$ cat src/verilog/flash_seq_map.svh
// Offsets, field positions, reset values and timing counts of the flash sequencer.
// Included by the package-using design files; holds definitions only.
`ifndef FLASH_SEQ_MAP_SVH
`define FLASH_SEQ_MAP_SVH
`define OFF_DIVIDER      12'h000
`define OFF_STATUS       12'h004
`define OFF_COMMAND      12'h008
`define OFF_ARRAY_ADDR   12'h00C
`define OFF_ARRAY_DATA   12'h010
`define OFF_MODE         12'h014
`define BIT_CBEF         7
`define BIT_CCF          6
`define BIT_ACCERR       4
`define BIT_DIVSET       0
`define MODE_STOP        0
`define MODE_BDM         1
`define MODE_SECURE      2
`define DIVIDER_RESET    7'h00
`define CMD_BLANK        8'h05
`define CMD_BYTE_PROG    8'h20
`define CMD_BURST_PROG   8'h25
`define CMD_PAGE_ERASE   8'h40
`define CMD_MASS_ERASE   8'h41
`define TICKS_BYTE       9
`define TICKS_BURST      4
`define TICKS_PAGE       4000
`define TICKS_MASS       20000
`define ERASE_PROGRAM_TIMING_CLOCK_MIN_KHZ     150
`define ERASE_PROGRAM_TIMING_CLOCK_MAX_KHZ     200
`define PCLK_KHZ         20000
`endif

$ cat src/verilog/flash_seq_pkg.sv
// Types shared by the flash sequencer ends and their interface.
// Constants live in flash_seq_map.svh.
package flash_seq_pkg;
    typedef enum logic [2:0] {
        ST_IDLE   = 3'b000,
        ST_LOADED = 3'b001,
        ST_CMDSET = 3'b010,
        ST_RUN    = 3'b011
    } seq_state_e;
    typedef enum logic [1:0] {
        REQ_ARRAY  = 2'b00,
        REQ_CMD    = 2'b01,
        REQ_STATUS = 2'b10,
        REQ_DIV    = 2'b11
    } req_kind_e;
endpackage : flash_seq_pkg
$ cat src/verilog/flash_seq_if.sv
// Link between the flash sequencer device end and the APB controller end.
// One write port with a one-cycle strobe, plus status returned by the device.
`timescale 1ns/100ps
`default_nettype none
interface flash_seq_if;
    logic                       wr_stb;
    flash_seq_pkg::req_kind_e   wr_kind;
    logic [15:0]                wr_addr;
    logic [7:0]                 wr_data;
    logic                       from_bdm;
    logic                       secured;
    logic                       stop_mode;
    logic [7:0]                 status;
    logic [6:0]                 divider;
    logic                       pump_on;
    logic                       busy;
    modport device (input wr_stb, wr_kind, wr_addr, wr_data, from_bdm, secured, stop_mode,
                    output status, divider, pump_on, busy);
    modport host   (output wr_stb, wr_kind, wr_addr, wr_data, from_bdm, secured, stop_mode,
                    input status, divider, pump_on, busy);
endinterface : flash_seq_if
`default_nettype wire

$ cat src/verilog/erase_program_timing_clock_divider.sv
// Tick generator for the erase/program timing clock, one pclk pulse per period.
// Assumes pclk and presetn of the device end.
`timescale 1ns/100ps
`default_nettype none
module erase_program_timing_clock_divider (
    input  wire logic       pclk,
    input  wire logic       presetn,
    input  wire logic       run,
    input  wire logic [6:0] div,
    output logic            tick
);
    logic [6:0] cnt_reg;
    // Period is div+1 pclk cycles; restarted whenever the sequencer idles.
    always_ff @(posedge pclk or negedge presetn) begin
        if (!presetn) begin
            cnt_reg <= 7'h00;
        end else if (!run || cnt_reg == div) begin
            cnt_reg <= 7'h00;
        end else begin
            cnt_reg <= cnt_reg + 7'h01;
        end
    end
    assign tick = run && (cnt_reg == div);
endmodule : erase_program_timing_clock_divider
`default_nettype wire

$ cat src/verilog/flash_seq_device.sv
// Flash program/erase command sequencer: protocol checker, timer and pump control.
// Assumes writes arrive as one-cycle strobes on pclk from the controller end.
// How it works
// Software sets divider for 150-200 kHz timing.
// Divider accepts one write after reset only.
// Divider writes ignored while access error set.
// Byte program 9 ticks, burst 4 ticks.
// Page erase 4000 ticks, mass 20000.
// Sequence starts with one latched array write.
// Erase and blank check ignore data.
// Only five command codes recognised and latched.
// Writing one to buffer-empty launches command.
// Writing zero to buffer-empty aborts, flags error.
// Complete flag shows launched command finished.
// Pump stays on for queued same-row burst.
// First burst byte or new row: standard time.
// No queued burst: pump and high voltage off.
// Error cleared by writing one; blocks commands.
// Array write before divider set: error.
// Array write while buffer full: error.
// Second array or command write: error.
// Out-of-order control writes set error.
// Unknown command code sets error.
// Stop mode aborts running command with error.
// Secured debug path: only blank/mass erase.
//
// Added by the designer: the APB register port and the register addresses.
`timescale 1ns/100ps
`default_nettype none
`include "flash_seq_map.svh"
module flash_seq_device (
    input  wire logic      pclk,
    input  wire logic      presetn,
    flash_seq_if.device    link,
    output logic [15:0]    array_addr,
    output logic [7:0]     array_data,
    output logic [7:0]     active_cmd,
    output logic           high_voltage
);
    flash_seq_pkg::seq_state_e state_reg;
    logic [6:0]  div_reg;
    logic        div_set_reg;
    logic        accerr_reg;
    logic        cbef_reg;
    logic        ccf_reg;
    logic [15:0] addr_reg;
    logic [7:0]  data_reg;
    logic [7:0]  cmd_reg;
    logic [15:0] run_addr_reg;
    logic [7:0]  run_data_reg;
    logic [7:0]  run_cmd_reg;
    logic [14:0] ticks_reg;
    logic        pump_reg;
    logic        queued_reg;
    logic [1:0]  stage_reg;
    logic        in_load;
    logic        in_cmd;
    logic        tick;
    logic        wr_array;
    logic        wr_cmd;
    logic        wr_stat;
    logic        wr_div;
    logic        launch;
    logic        abort;
    logic        err_set;
    logic        done;
    logic        code_ok;
    logic        burst_keep;

    function automatic logic valid_code(input logic [7:0] c, input logic bdm, input logic sec);
        logic ok;
        ok = (c == `CMD_BLANK) || (c == `CMD_BYTE_PROG) || (c == `CMD_BURST_PROG) ||
             (c == `CMD_PAGE_ERASE) || (c == `CMD_MASS_ERASE);
        if (bdm && sec && !(c == `CMD_BLANK || c == `CMD_MASS_ERASE)) begin
            ok = 1'b0;
        end
        return ok;
    endfunction : valid_code

    function automatic logic [14:0] op_ticks(input logic [7:0] c, input logic short_burst);
        logic [14:0] t;
        t = 15'(`TICKS_BYTE);
        case (c)
            `CMD_BURST_PROG: t = short_burst ? 15'(`TICKS_BURST) : 15'(`TICKS_BYTE);
            `CMD_PAGE_ERASE: t = 15'(`TICKS_PAGE);
            `CMD_MASS_ERASE: t = 15'(`TICKS_MASS);
            default:         t = 15'(`TICKS_BYTE);
        endcase
        return t;
    endfunction : op_ticks

    erase_program_timing_clock_divider u_div (
        .pclk    (pclk),
        .presetn (presetn),
        .run     (state_reg == flash_seq_pkg::ST_RUN),
        .div     (div_reg),
        .tick    (tick)
    );

    assign wr_array = link.wr_stb && link.wr_kind == flash_seq_pkg::REQ_ARRAY;
    assign wr_cmd   = link.wr_stb && link.wr_kind == flash_seq_pkg::REQ_CMD;
    assign wr_stat  = link.wr_stb && link.wr_kind == flash_seq_pkg::REQ_STATUS;
    assign wr_div   = link.wr_stb && link.wr_kind == flash_seq_pkg::REQ_DIV;
    assign code_ok  = valid_code(link.wr_data, link.from_bdm, link.secured);
    assign in_load  = state_reg == flash_seq_pkg::ST_LOADED || stage_reg == 2'h1;
    assign in_cmd   = state_reg == flash_seq_pkg::ST_CMDSET || stage_reg == 2'h2;
    assign launch   = wr_stat && link.wr_data[`BIT_CBEF] && !accerr_reg && in_cmd;
    assign abort    = wr_stat && !link.wr_data[`BIT_CBEF] && (in_load || in_cmd);
    assign done     = state_reg == flash_seq_pkg::ST_RUN && tick && ticks_reg == 15'h0001;
    // A burst byte may follow without pump shutdown only inside one 64-byte row.
    assign burst_keep = queued_reg && cmd_reg == `CMD_BURST_PROG &&
                        addr_reg[15:6] == run_addr_reg[15:6] && addr_reg[5:0] != 6'h00;

    always_comb begin
        err_set = 1'b0;
        if (wr_array && (!div_set_reg || !cbef_reg || accerr_reg)) begin
            err_set = 1'b1;
        end
        if (wr_array && (in_load || in_cmd)) begin
            err_set = 1'b1;
        end
        if (wr_cmd && (!in_load || !code_ok)) begin
            err_set = 1'b1;
        end
        if (abort || (wr_stat && in_load) || (wr_div && (in_load || in_cmd))) begin
            err_set = 1'b1;
        end
        if (link.stop_mode && state_reg == flash_seq_pkg::ST_RUN) begin
            err_set = 1'b1;
        end
    end

    // Divider: one write only, and never while the error flag stands.
    always_ff @(posedge pclk or negedge presetn) begin
        if (!presetn) begin
            div_reg     <= `DIVIDER_RESET;
            div_set_reg <= 1'b0;
        end else if (wr_div && !div_set_reg && !accerr_reg && !err_set) begin
            div_reg     <= link.wr_data[6:0];
            div_set_reg <= 1'b1;
        end
    end

    // Set wins over a clear arriving in the same cycle.
    always_ff @(posedge pclk or negedge presetn) begin
        if (!presetn) begin
            accerr_reg <= 1'b0;
        end else if (err_set) begin
            accerr_reg <= 1'b1;
        end else if (wr_stat && link.wr_data[`BIT_ACCERR]) begin
            accerr_reg <= 1'b0;
        end
    end

    always_ff @(posedge pclk or negedge presetn) begin
        if (!presetn) begin
            state_reg    <= flash_seq_pkg::ST_IDLE;
            addr_reg     <= 16'h0000;
            data_reg     <= 8'h00;
            cmd_reg      <= 8'h00;
            cbef_reg     <= 1'b1;
            queued_reg   <= 1'b0;
            run_addr_reg <= 16'h0000;
            run_data_reg <= 8'h00;
            run_cmd_reg  <= 8'h00;
            ticks_reg    <= 15'h0000;
            stage_reg    <= 2'h0;
        end else begin
            case (state_reg)
                flash_seq_pkg::ST_IDLE: begin
                    if (wr_array && !err_set) begin
                        addr_reg  <= link.wr_addr;
                        data_reg  <= link.wr_data;
                        state_reg <= flash_seq_pkg::ST_LOADED;
                    end
                end
                flash_seq_pkg::ST_LOADED: begin
                    if (err_set) begin
                        state_reg <= flash_seq_pkg::ST_IDLE;
                    end else if (wr_cmd) begin
                        cmd_reg   <= link.wr_data;
                        state_reg <= flash_seq_pkg::ST_CMDSET;
                    end
                end
                flash_seq_pkg::ST_CMDSET: begin
                    if (err_set) begin
                        state_reg <= flash_seq_pkg::ST_IDLE;
                    end else if (launch) begin
                        run_addr_reg <= addr_reg;
                        run_data_reg <= data_reg;
                        run_cmd_reg  <= cmd_reg;
                        ticks_reg    <= op_ticks(cmd_reg,
                                         pump_reg && addr_reg[5:0] != 6'h00);
                        state_reg    <= flash_seq_pkg::ST_RUN;
                    end
                end
                flash_seq_pkg::ST_RUN: begin
                    // Next command may be staged while this one runs; buffer is then full.
                    if (link.stop_mode) begin
                        state_reg  <= flash_seq_pkg::ST_IDLE;
                        queued_reg <= 1'b0;
                    end else begin
                        if (wr_array && !err_set && cbef_reg) begin
                            addr_reg <= link.wr_addr;
                            data_reg <= link.wr_data;
                            stage_reg <= 2'h1;
                        end
                        if (wr_cmd && !err_set) begin
                            cmd_reg <= link.wr_data;
                            stage_reg <= 2'h2;
                        end
                        if (launch) begin
                            queued_reg <= 1'b1;
                        end
                        if (tick) begin
                            ticks_reg <= ticks_reg - 15'h0001;
                        end
                        if (done && (queued_reg || launch)) begin
                            run_addr_reg <= addr_reg;
                            run_data_reg <= data_reg;
                            run_cmd_reg  <= cmd_reg;
                            ticks_reg    <= op_ticks(cmd_reg, burst_keep);
                            queued_reg   <= 1'b0;
                        end else if (done) begin
                            state_reg <= in_cmd  ? flash_seq_pkg::ST_CMDSET :
                                         in_load ? flash_seq_pkg::ST_LOADED :
                                                   flash_seq_pkg::ST_IDLE;
                        end
                    end
                end
                default: state_reg <= flash_seq_pkg::ST_IDLE;
            endcase
            if (launch) begin
                cbef_reg <= 1'b0;
            end else if (done || link.stop_mode || !queued_reg) begin
                cbef_reg <= 1'b1;
            end
            if (err_set || launch || state_reg != flash_seq_pkg::ST_RUN) begin
                stage_reg <= 2'h0;
            end
        end
    end

    // Complete flag drops at launch and rises when nothing is left to run.
    always_ff @(posedge pclk or negedge presetn) begin
        if (!presetn) begin
            ccf_reg <= 1'b1;
        end else if (launch) begin
            ccf_reg <= 1'b0;
        end else if ((done && !queued_reg) ||
                     (link.stop_mode && state_reg == flash_seq_pkg::ST_RUN)) begin
            ccf_reg <= 1'b1;
        end
    end

    always_ff @(posedge pclk or negedge presetn) begin
        if (!presetn) begin
            pump_reg <= 1'b0;
        end else if (link.stop_mode || (done && !burst_keep)) begin
            pump_reg <= 1'b0;
        end else if (state_reg == flash_seq_pkg::ST_RUN && run_cmd_reg == `CMD_BURST_PROG) begin
            pump_reg <= 1'b1;
        end
    end

    assign link.status  = {cbef_reg, ccf_reg, 1'b0, accerr_reg, 3'b000, div_set_reg};
    assign link.divider = div_reg;
    assign link.pump_on = pump_reg;
    assign link.busy    = state_reg == flash_seq_pkg::ST_RUN;
    assign array_addr   = run_addr_reg;
    assign array_data   = run_data_reg;
    assign active_cmd   = run_cmd_reg;
    assign high_voltage = state_reg == flash_seq_pkg::ST_RUN && run_cmd_reg != `CMD_BLANK;
endmodule : flash_seq_device
`default_nettype wire

$ cat src/flat_wrapper.sv
// flat-port wrapper written by rule: the top's interface ports become plain ports
module flash_seq_device_flat 
  (pclk, presetn, array_addr, array_data, active_cmd, high_voltage, link_wr_stb, link_wr_kind, link_wr_addr, link_wr_data, link_from_bdm, link_secured, link_stop_mode, link_status, link_divider, link_pump_on, link_busy);
  flash_seq_if link_i ();
  input  wire logic pclk;
  input  wire logic presetn;
  output logic [15:0] array_addr;
  output logic [7:0] array_data;
  output logic [7:0] active_cmd;
  output logic high_voltage;
  input wire logic [$bits(link_i.wr_stb)-1:0] link_wr_stb;
  input wire logic [$bits(link_i.wr_kind)-1:0] link_wr_kind;
  input wire logic [$bits(link_i.wr_addr)-1:0] link_wr_addr;
  input wire logic [$bits(link_i.wr_data)-1:0] link_wr_data;
  input wire logic [$bits(link_i.from_bdm)-1:0] link_from_bdm;
  input wire logic [$bits(link_i.secured)-1:0] link_secured;
  input wire logic [$bits(link_i.stop_mode)-1:0] link_stop_mode;
  output wire logic [$bits(link_i.status)-1:0] link_status;
  output wire logic [$bits(link_i.divider)-1:0] link_divider;
  output wire logic [$bits(link_i.pump_on)-1:0] link_pump_on;
  output wire logic [$bits(link_i.busy)-1:0] link_busy;
  assign link_i.wr_stb = link_wr_stb;
  assign link_i.wr_kind = link_wr_kind;
  assign link_i.wr_addr = link_wr_addr;
  assign link_i.wr_data = link_wr_data;
  assign link_i.from_bdm = link_from_bdm;
  assign link_i.secured = link_secured;
  assign link_i.stop_mode = link_stop_mode;
  assign link_status = link_i.status;
  assign link_divider = link_i.divider;
  assign link_pump_on = link_i.pump_on;
  assign link_busy = link_i.busy;
  flash_seq_device u_core (.pclk(pclk), .presetn(presetn), .link(link_i), .array_addr(array_addr), .array_data(array_data), .active_cmd(active_cmd), .high_voltage(high_voltage));
endmodule
$ cat config.mk
export PLATFORM = sky130hd
export DESIGN_NAME = flash_seq_device_flat
export DESIGN_NICKNAME = d
export VERILOG_FILES = /design/src/verilog/flash_seq_pkg.sv /design/src/verilog/flash_seq_if.sv /design/src/verilog/erase_program_timing_clock_divider.sv /design/src/verilog/flash_seq_device.sv /design/src/flat_wrapper.sv
export VERILOG_INCLUDE_DIRS = /design/src /design/src/verilog
export SDC_FILE = /design/constraint.sdc
export NUM_CORES = 1
export LEC_CHECK = 0
export ABC_AREA = 1
export BUFFER_PORTS_ARGS = -buffer_cell sky130_fd_sc_hd__buf_2
export CAP_MARGIN = 20
export CORE_MARGIN = 2
export CORE_UTILIZATION = 40
export DETAILED_ROUTE_END_ITERATION = 16
export HOLD_SLACK_MARGIN = 0.03
export PLACE_DENSITY_LB_ADDON = 0.3
export SKIP_CTS_REPAIR_TIMING = 1
export SLEW_MARGIN = 20
export SYNTH_ARGS = -nofsm -noshare
export SYNTH_HDL_FRONTEND = slang
export SYNTH_SLANG_ARGS = --single-unit
$ cat constraint.sdc
create_clock -name pclk -period 4.2 [get_ports pclk]
set_input_delay 0.21 -clock pclk [delete_from_list [all_inputs] [get_ports pclk]]
set_output_delay 0.21 -clock pclk [all_outputs]
set_load 0.005 [all_outputs]
==> results.sh, run 1 <==
export IMPL_cellLeakagePower_nw=3.255
export IMPL_grt_pass1_wl_mm=20.50
export IMPL_antenna_found_initial=0
export IMPL_grtUsageMet1=0.2637
export IMPL_synth_seq_cells=103
export IMPL_ys_seq_area_frac=0.4901
export IMPL_clk_pin_slew_worst_paths_ns=0.08
export IMPL_worst_slew_pin_slew_ns=0.8343
export IMPL_r2r_cells=10
export IMPL_avgRoutedWirePerCell_um=13.00
export IMPL_worstPathRequired_ns=4.41
export IMPL_syn_area_um2=5264
export IMPL_port_buffers=77
export IMPL_rsz0062_at_grt="false"
export IMPL_wirelength_mm=12.21
export IMPL_first_global_vias=4123
export IMPL_die_height_um=118.7
export IMPL_cts_tree="built"
export IMPL_tns_ns=0
export IMPL_vdd_ir_drop_max_v=0.0002389
export IMPL_ant_nets=0
export IMPL_finalNetCount=797
export IMPL_insertion_delay_ns=0.36
export IMPL_worst_endpoint_arrival_ns=2.74
export IMPL_pre_cts_ws_ns=1.704
export IMPL_final_layout_size_suffix_gt1_frac=0.1578
export IMPL_timing_fmax_ghz=0.3947
export IMPL_path_cells="inv_1, nand2_1, nand2_1, nand3_1, o21bai_2, nand2_2, nor2_4, nand2_1, nor2_1, o21ai_0"
export IMPL_grt_overflow=0
export IMPL_swShare=0.3901
export IMPL_whs_endpoint="u_core.addr_reg[1]"
export IMPL_vias=4416
export IMPL_grt_max_degree=79
export IMPL_cp_start_kind="flip-flop"
export IMPL_skew_ns=0.01582
export IMPL_setup_viol_count_final=0
export IMPL_dr_pass1_iters=4
export IMPL_synthTopCellsByArea="dfrtp_1 (48%), nand2_1 (17%), nor2_1 (5.6%)"
export IMPL_reg2reg_to="u_core.cmd_reg[2]"
export IMPL_htreeDepth=3
export IMPL_synth_area_per_cell_um2=7.618
export IMPL_comb_power_share=0.345
export IMPL_drt_initial_drc_count=310
export IMPL_p_switching_mw=1.399
export IMPL_cap_violations=0
export IMPL_numCtsBuffers=9
export IMPL_ff_latch_area_um2=2580
export IMPL_max_slew_margin=0.4395
export IMPL_cts_max_path_buffers=2
export IMPL_yosysTopAreaCellShare=0.4802
export IMPL_crit_slowest_cell="nor2_1"
export IMPL_viasPerCell=4.703
export IMPL_grt_util_met3=0.04730
export IMPL_critPathMaxFanout=13
export IMPL_routabilityCongestion=0.8611
export IMPL_min_path_type="input port to flip-flop"
export IMPL_status="finished, final reports clean"
export IMPL_report_final_hold_viol_count=0
export IMPL_r2r_start="u_core.state_reg[1]"
export IMPL_ys_top_cells_by_count="nand2_1 (236), dfrtp_1 (101), nor2_1 (78)"
export IMPL_period_share=0.6033
export IMPL_cts_sinks=103
export IMPL_ys_flop_type="dfrtp_1"
export IMPL_grt_met2_usage=0.2737
export IMPL_drc_errors=0
export IMPL_dieArea_um2=14090
export IMPL_synth_edf_count=0
export IMPL_syn_inst=691
export IMPL_clkPwrFrac=0.229
export IMPL_synth_cell_types=35
export IMPL_area_delta_synth_final_pct=14.76
export IMPL_pwr_share_seq=0.427
export IMPL_worst_slack_ns=1.666
export IMPL_initial_core_util=0.4137
export IMPL_antennaDiodeCount=0
export IMPL_endpoint_kind="flip-flop"
export IMPL_fin_crit_ns=2.534
export IMPL_multiInputGateArea_um2=2245
export IMPL_min_from="link_wr_addr[1]"
export IMPL_io_pins=82
export IMPL_whs_path_depth=3
export IMPL_fillers=1306
export IMPL_ff2ff_setup_slack_ns=1.67
export IMPL_slew_viol_final=0
export IMPL_gr_max_usage_layer="met2"
export IMPL_internal_power_mw=2.186
export IMPL_root_buffer="clkbuf_16"
export IMPL_rows=41
export IMPL_synth_most_common_cell="nand2_1"
export IMPL_core_area_um2=12720
export IMPL_crit_top_cell="nand2_1"
export IMPL_slowest_delay_ns=0.55
export IMPL_die_w_um=118.7
export IMPL_critPathKind="flip-flop to flip-flop"
export IMPL_yosysWarnings=0
export IMPL_ys_async_sr_fraction=1.000
export IMPL_track_usage=0.1824
export IMPL_power_density_nw_per_um2=593.5
export IMPL_synth_top_cell_by_area="dfrtp_1"
export IMPL_dpl_hpwl_mm=9.011
power groups by stage:
| stage | Combinational [mW] | Clock (mW) | Sequential, mW |
|---|---|---|---|
| floorplan | 0.898 | 0 | 1.51 |
| global placement | 1.22 | 0 | 1.55 |
| detailed placement | 1.24 | 0 | 1.54 |
| CTS | 1.25 | 0.840 | 1.53 |
| global route | 1.43 | 0.882 | 1.57 |
| finish | 1.24 | 0.819 | 1.53 |
placed cells by master (no fill, tap or decap), drive strengths merged:
cell type      n
conb           4
or2            1
clkbuf        10
nand3b         2
buf           80
and3           1
nand2        241
o22ai          1
xor2           8
nand4          6
o21bai         1
dlygate4sd3    1
inv           80
ha             3
nor4           1
a21oi         13
nand3         49
nor2          84
clkinv         3
xnor2          8
dfstp          2
nor3          11
a31oi          1
o21ai         55
dfrtp        101
per-layer routing:
metal  wire [um]  share of wire
met5           0              0
met4         125          0.010
met3         523          0.043
met2        5508           0.45
met1        6054           0.50
cells by family after synthesis:
| kind of cell | share of synthesized area |
|---|---|
| other cells | 0.0007124 |
| xor+xnor | 0.02662 |
| simple gates | 0.3171 |
| compound gates | 0.07274 |
| flops | 0.4901 |
| buf+inv | 0.08557 |
| fa+ha+maj | 0.007132 |
per-stage QoR:
stage,util,hold slack (ns),power (mW),instances,area [um2]
finish,0.4748,0.07787,3.585,939,6041
CTS,0.4737,0.05456,3.614,938,6027
global placement,0.4511,0.4408,2.771,922,5739
detailed placement,0.4511,0.4419,2.784,922,5739
global route,0.4748,0.07147,3.882,939,6041
floorplan,-,-0.08559,2.405,694,5275
worst max path at each step:
stage / from / endpoint / slack [ns] / cells past startpoint
6_report: u_core.state_reg[1] / u_core.cmd_reg[2] / 1.67 / 10
5_1_grt: u_core.state_reg[1] / u_core.cmd_reg[0] / 1.40 / 11
4_1_cts: u_core.state_reg[1] / u_core.cmd_reg[2] / 1.68 / 10
3_5_place_dp: u_core.state_reg[1] / u_core.cmd_reg[2] / 1.70 / 10
3_3_place_gp: u_core.state_reg[1] / u_core.cmd_reg[6] / 1.67 / 10
2_1_floorplan: u_core.ticks_reg[1] / u_core.array_addr[8] / 2.36 / 13
layout make-up:
class	instances	area share
Sequential cell	103	0.4271
Multi-Input combinational cell	490	0.3716
Timing Repair Buffer	81	0.07022
Inverter	77	0.04785
Clock buffer	10	0.03956
Tap cell	172	0.03563
Clock inverter	6	0.008078
critical path, delay by kind of cell, from the launching register on:
family / cells / cell delay (ns)
and+or+nand+nor: 7 / 1.48
DFF: 1 / 0.42
AOI/OAI and AO/OA: 2 / 0.38
buffers and inverters: 1 / 0.10
(Power assumes the default switching activity.)
==> run 2: changes to the inputs <==
ABC_AREA = 0   (was 1)
clock period = 2.2 ns   (was 4.2 ns; I/O delays follow)
==> run 2 against run 1 <==
  * The run now ends with negative setup slack left
  * Routed wire length is 16% higher
  * Register-to-register slack worse by 1.7 ns
  * Synthesized cell count fell by 36%
  * Critical endpoint is now u_core.array_addr[15]
  * Largest cell class is now multi-input gates
  * Highest routed layer unchanged
==> results.sh, run 2 <==
export IMPL_synth_cell_types=68
export IMPL_hold_slack_ns=0.04279
export IMPL_worst_slack_ns=-0.08091
export IMPL_cts_sinks=103
export IMPL_htreeDepth=3
export IMPL_ys_async_sr_fraction=1.000
export IMPL_cts_tree="built"
export IMPL_report_final_hold_viol_count=0
export IMPL_synthTopCellsByArea="dfrtp_1 (49%), mux2_4 (8.7%), mux2_2 (7.6%)"
export IMPL_yosysTopAreaCellShare=0.4869
export IMPL_design_area_um2=7232
export IMPL_synth_most_common_cell="dfrtp_1"
export IMPL_worst_endpoint_arrival_ns=2.53
export IMPL_min_from="link_wr_data[3]"
export IMPL_violations="negative setup slack"
export IMPL_cap_violations=0
export IMPL_slew_viol_final=0
export IMPL_grt_max_degree=44
export IMPL_cellLeakagePower_nw=3.458
export IMPL_synth_edf_count=0
export IMPL_whs_path_depth=2
export IMPL_finalNetCount=647
export IMPL_final_common_cell="dfrtp_1"
export IMPL_pre_cts_ws_ns=-0.04977
export IMPL_min_path_type="input port to flip-flop"
export IMPL_die_w_um=117.9
export IMPL_dr_pass1_iters=5
export IMPL_dp_cells=739
export IMPL_max_slew_margin=0.6117
export IMPL_viasPerCell=5.313
export IMPL_ys_top_cells_by_count="dfrtp_1 (101), mux2_2 (35), mux2_4 (30)"
export IMPL_vdd_ir_drop_max_v=0.0005227
export IMPL_drt_initial_drc_count=222
export IMPL_antenna_found_initial=0
export IMPL_final_cell_mix="dfrtp_1 (100), buf_2 (76), buf_4 (71)"
export IMPL_worst_slew_pin_slew_ns=0.5824
export IMPL_synth_top_cell_by_area="dfrtp_1"
export IMPL_synth_area_per_cell_um2=11.80
export IMPL_area_delta_synth_final_pct=39.31
export IMPL_syn_inst=440
export IMPL_grt_overflow=0
export IMPL_status="complete, but fails checks"
export IMPL_first_global_vias=4001
export IMPL_worstPathRequired_ns=2.45
export IMPL_drc_errors=0
export IMPL_syn_area_um2=5191
export IMPL_placed_area_um2=6259
export IMPL_r2r_start="u_core.ticks_reg[7]"
export IMPL_initial_core_util=0.4097
export IMPL_r2r_cells=8
export IMPL_rows=41
export IMPL_routabilityCongestion=0.8508
export IMPL_avgRoutedWirePerCell_um=17.90
export IMPL_power_density_nw_per_um2=1009
export IMPL_vias=4192
export IMPL_dpl_hpwl_mm=9.105
export IMPL_synth_seq_cells=103
export IMPL_die_height_um=117.9
export IMPL_clk_pin_slew_worst_paths_ns=0.07
export IMPL_io_pins=82
export IMPL_reg2reg_to="u_core.array_addr[15]"
export IMPL_insertion_delay_ns=0.36
export IMPL_ant_nets=0
export IMPL_endpoint_kind="flip-flop"
export IMPL_rsz0062_at_grt="true"
export IMPL_dieArea_um2=13910
export IMPL_antennaDiodeCount=0
export IMPL_cp_start_kind="flip-flop"
export IMPL_setup_viol_count_final=56
export IMPL_instances_no_fill=789
export IMPL_final_layout_size_suffix_gt1_frac=0.4668
export IMPL_wirelength_mm=14.12
export IMPL_whs_endpoint="u_core.link.divider[3]"
export IMPL_grt_pass1_wl_mm=20.73
export IMPL_period_share=1.037
export IMPL_ys_flop_type="dfrtp_1"
export IMPL_ff2ff_setup_slack_ns=-0.08
export IMPL_numCtsBuffers=9
export IMPL_track_usage=0.1865
export IMPL_critPathMaxFanout=6
export IMPL_core_area_um2=12670
export IMPL_yosysWarnings=0
export IMPL_ys_seq_area_frac=0.4970
export IMPL_skew_ns=0.006836
export IMPL_root_buffer="clkbuf_16"
export IMPL_fin_crit_ns=2.281
export IMPL_cts_max_path_buffers=2
export IMPL_port_buffers=77
export IMPL_fillers=1041
export IMPL_timing_fmax_ghz=0.4384
export IMPL_critPathKind="flip-flop to flip-flop"
## run 2: changes by cell type in the layout (fill, tap and decap cells not counted), sizes merged, moves of 8 or more
cell         previous run  this run
buf                    80       159
dlygate4sd3             1        17
inv                    80        14
mux2                    0        65
nand2                 241        28
nand3                  49        18
nor2                   84        24
nor2b                   0         8
nor4                    1        11
o21ai                  55        12
xnor2                   8        20
## run 2: cell families after synthesis
family,synth area share
other,0.0007224
buffers and inverters,0.03856
AO/OA/AOI/OAI,0.08894
multiplexers,0.1665
AND/OR/NAND/NOR,0.1622
flip-flops,0.4970
adder cells (fa/ha/maj),0.007231
XOR/XNOR,0.03881
## run 2: power by group
group          leakage (nW)  switching (mW)  internal (mW)  total, mW
Clock                 0.144           0.772          0.897       1.67
Combinational          1.98            1.13           1.57       2.69
Sequential             1.33           0.478           2.46       2.93
## run 2: critical path: stages (launching register included)
cell	delay, ns
dfrtp_1	0.43
nor4_4	0.34
nand4_2	0.19
a2111oi_4	0.32
or2b_4	0.19
o211ai_4	0.07
buf_12	0.16
clkbuf_16	0.17
mux2_4	0.30
## run 2: area by class of cell
cell class | count | area, um2 | area share
Clock buffer | 9 | 225.2 | 0.03114
Clock inverter | 7 | 78.83 | 0.01090
Inverter | 11 | 41.29 | 0.005709
Multi-Input combinational cell | 305 | 2660 | 0.3678
Sequential cell | 103 | 2581 | 0.3569
Tap cell | 172 | 215.2 | 0.02976
Timing Repair Buffer | 182 | 1430 | 0.1978
## run 2: per-stage QoR
step	power, mW	setup TNS (ns)	utilization
CTS	7.016	-1.824	0.5179
floorplan	4.267	-0.2605	-
finish	7.297	-2.281	0.5708
global route	7.686	-7.089	0.5708
global placement	5.264	-0.002488	0.4939
detailed placement	5.340	-0.7471	0.4939
## run 2: how the worst max path moves through the flow
stage / from / to / slack (ns) / cells past startpoint
floorplan: u_core.state_reg[1] / u_core.active_cmd[0] / -0.009 / 7
global placement: u_core.stage_reg[1] / u_core.link.divider[3] / -0.002 / 7
detailed placement: u_core.state_reg[0] / u_core.array_addr[12] / -0.05 / 7
CTS: u_core.active_cmd[4] / high_voltage / -0.11 / 5
global route: u_core.ticks_reg[7] / u_core.array_addr[7] / -0.15 / 8
finish: u_core.ticks_reg[7] / u_core.array_addr[15] / -0.08 / 8
## run 2: routing by layer
layer	part of all wire	track usage	wire, um
met5	0	0	0
met4	0.019	0.06476	266
met3	0.049	0.03973	696
met2	0.49	0.2914	6880
met1	0.44	0.2570	6278
==> run 3: changes to the inputs <==
CTS_CLUSTER_DIAMETER = 200   (was default)
MAX_ROUTING_LAYER = met4   (was default)
RECOVER_POWER = 25   (was default)
==> run 3 against run 2 <==
  * Die area unchanged
  * Highest routed layer unchanged
  * Cell count unchanged
  * Total power about the same
  * First-iteration DRC count down 9.0%
  * Routed wire length up 0.44%
  * Largest power group unchanged
  * Clock power about the same
  * The run still ends with negative setup slack left
  * Largest cell class unchanged
  * Worst setup slack better by 0.0021 ns
  * Sequential power about the same
==> results.sh, run 3 (synthesis gave the netlist of run 2 again) <==
export IMPL_initial_core_util=0.4097
export IMPL_cts_tree="built"
export IMPL_skew_ns=0.007293
export IMPL_numCtsBuffers=9
export IMPL_final_common_cell="dfrtp_1"
export IMPL_rsz0062_at_grt="true"
export IMPL_cp_start_kind="flip-flop"
export IMPL_worst_slew_pin_slew_ns=1.115
export IMPL_dpl_hpwl_mm=9.105
export IMPL_antenna_found_initial=0
export IMPL_area_delta_synth_final_pct=39.26
export IMPL_track_usage=0.1921
export IMPL_report_final_hold_viol_count=0
export IMPL_crit_buf_inv=2
export IMPL_root_buffer="clkbuf_16"
export IMPL_post_route_util=0.5706
export IMPL_timing_fmax_ghz=0.4388
export IMPL_htreeDepth=3
export IMPL_viasPerCell=5.333
export IMPL_power_density_nw_per_um2=1009
export IMPL_drc_errors=0
export IMPL_core_area_um2=12670
export IMPL_die_w_um=117.9
export IMPL_vdd_ir_drop_max_v=0.0007098
export IMPL_avgRoutedWirePerCell_um=17.98
export IMPL_cellLeakagePower_nw=3.457
export IMPL_final_cell_mix="dfrtp_1 (100), buf_2 (76), buf_4 (70)"
export IMPL_rows=41
export IMPL_grt_overflow=0
export IMPL_slowest_delay_ns=0.43
export IMPL_cts_max_path_buffers=2
export IMPL_clk_pin_slew_worst_paths_ns=0.07
export IMPL_min_path_type="input port to flip-flop"
export IMPL_first_global_vias=3993
export IMPL_cts_sinks=103
export IMPL_violations="negative setup slack"
export IMPL_grt_pass1_wl_mm=20.74
export IMPL_period_share=1.036
export IMPL_status="complete, but fails checks"
export IMPL_ant_nets=0
export IMPL_crit_slowest_cell="dfrtp_1"
export IMPL_path_cells="nor4_4, nand4_2, a2111oi_4, or2b_4, o211ai_4, buf_12, clkbuf_16, mux2_4"
export IMPL_insertion_delay_ns=0.36
export IMPL_die_height_um=117.9
export IMPL_fin_crit_ns=2.279
export IMPL_setup_viol_count_final=57
export IMPL_io_pins=82
export IMPL_final_layout_size_suffix_gt1_frac=0.4668
export IMPL_cpLargestDelayFamily="simple AND/OR/NAND/NOR gates"
export IMPL_routabilityCongestion=0.8643
export IMPL_vias=4208
export IMPL_wirelength_mm=14.18
export IMPL_endpoint_kind="flip-flop"
export IMPL_dr_pass1_iters=5
export IMPL_drt_initial_drc_count=202
export IMPL_grt_max_degree=44
export IMPL_tns_ns=-2.125
export IMPL_max_slew_margin=0.2565
export IMPL_worst_slack_ns=-0.07879
export IMPL_dieArea_um2=13910
export IMPL_slew_viol_final=0
export IMPL_antennaDiodeCount=0
export IMPL_finalNetCount=647
export IMPL_critPathMaxFanout=6
export IMPL_worstPathRequired_ns=2.45
export IMPL_critPathKind="flip-flop to flip-flop"
export IMPL_cap_violations=0
export IMPL_port_buffers=77
export IMPL_worst_endpoint_arrival_ns=2.52
run 3: changes by cell type in the layout (fill, tap and decap cells not counted):
cell / before / now
buf_4: 71 / 70
clkbuf_2: 0 / 1
run 3: cell type report:
type                            count  area, um2
Fill cell                        1053       5441
Multi-Input combinational cell    305       2660
Sequential cell                   103       2581
Timing Repair Buffer              182       1428
Clock buffer                        9      225.2
Tap cell                          172      215.2
Clock inverter                      7      78.83
Inverter                           11      41.29
run 3: final timing paths:
path	to	startpoint	depth (start not counted)	slack [ns]
max reg2reg	u_core.array_data[5]	u_core.ticks_reg[7]	8	-0.08
min	u_core.link.divider[3]	link_wr_data[3]	2	0.04
max in group asynchronous	u_core.ccf_reg	presetn	3	0.81
min reg2reg	u_core.data_reg[5]	u_core.data_reg[5]	2	0.49
max	u_core.array_data[5]	u_core.ticks_reg[7]	8	-0.08
min in group asynchronous	u_core.addr_reg[10]	presetn	2	0.50
run 3: worst register-to-register path: cells and delay by family, from the launching register on:
family	cells	cell delay [ns]
and+or+nand+nor	3	0.72
buffers and inverters	2	0.33
muxes	1	0.30
AOI/OAI and AO/OA	2	0.39
DFF	1	0.43
run 3: where the power goes:
part	total [mW]	switching, mW	internal (mW)
Sequential	2.94	0.482	2.46
Clock	1.66	0.763	0.897
Combinational	2.69	1.13	1.57
run 3: through the flow:
step / instances / area [um2] / total power, mW / hold slack (ns) / setup slack (ns)
6_report: 789 / 7229 / 7.291 / 0.04184 / -0.07879
3_3_place_gp: 739 / 6259 / 5.264 / 0.1463 / -0.002314
3_5_place_dp: 739 / 6259 / 5.340 / 0.1432 / -0.04977
5_1_grt: 789 / 7229 / 7.683 / 0.04472 / -0.1483
2_1_floorplan: 443 / 5241 / 4.267 / -0.1856 / -0.008682
4_1_cts: 755 / 6563 / 7.016 / -0.2413 / -0.1073
run 3: per-layer routing:
| metal | routed length [um] | vias up | GRT usage |
|---|---|---|---|
| met2 | 6965 | 129 | 0.2922 |
| met3 | 689 | 27 | 0.03779 |
| met4 | 264 | 0 | 0.06476 |
| met1 | 6263 | 2121 | 0.2583 |
| li1 | - | 1931 | - |
| met5 | 0 | - | - |
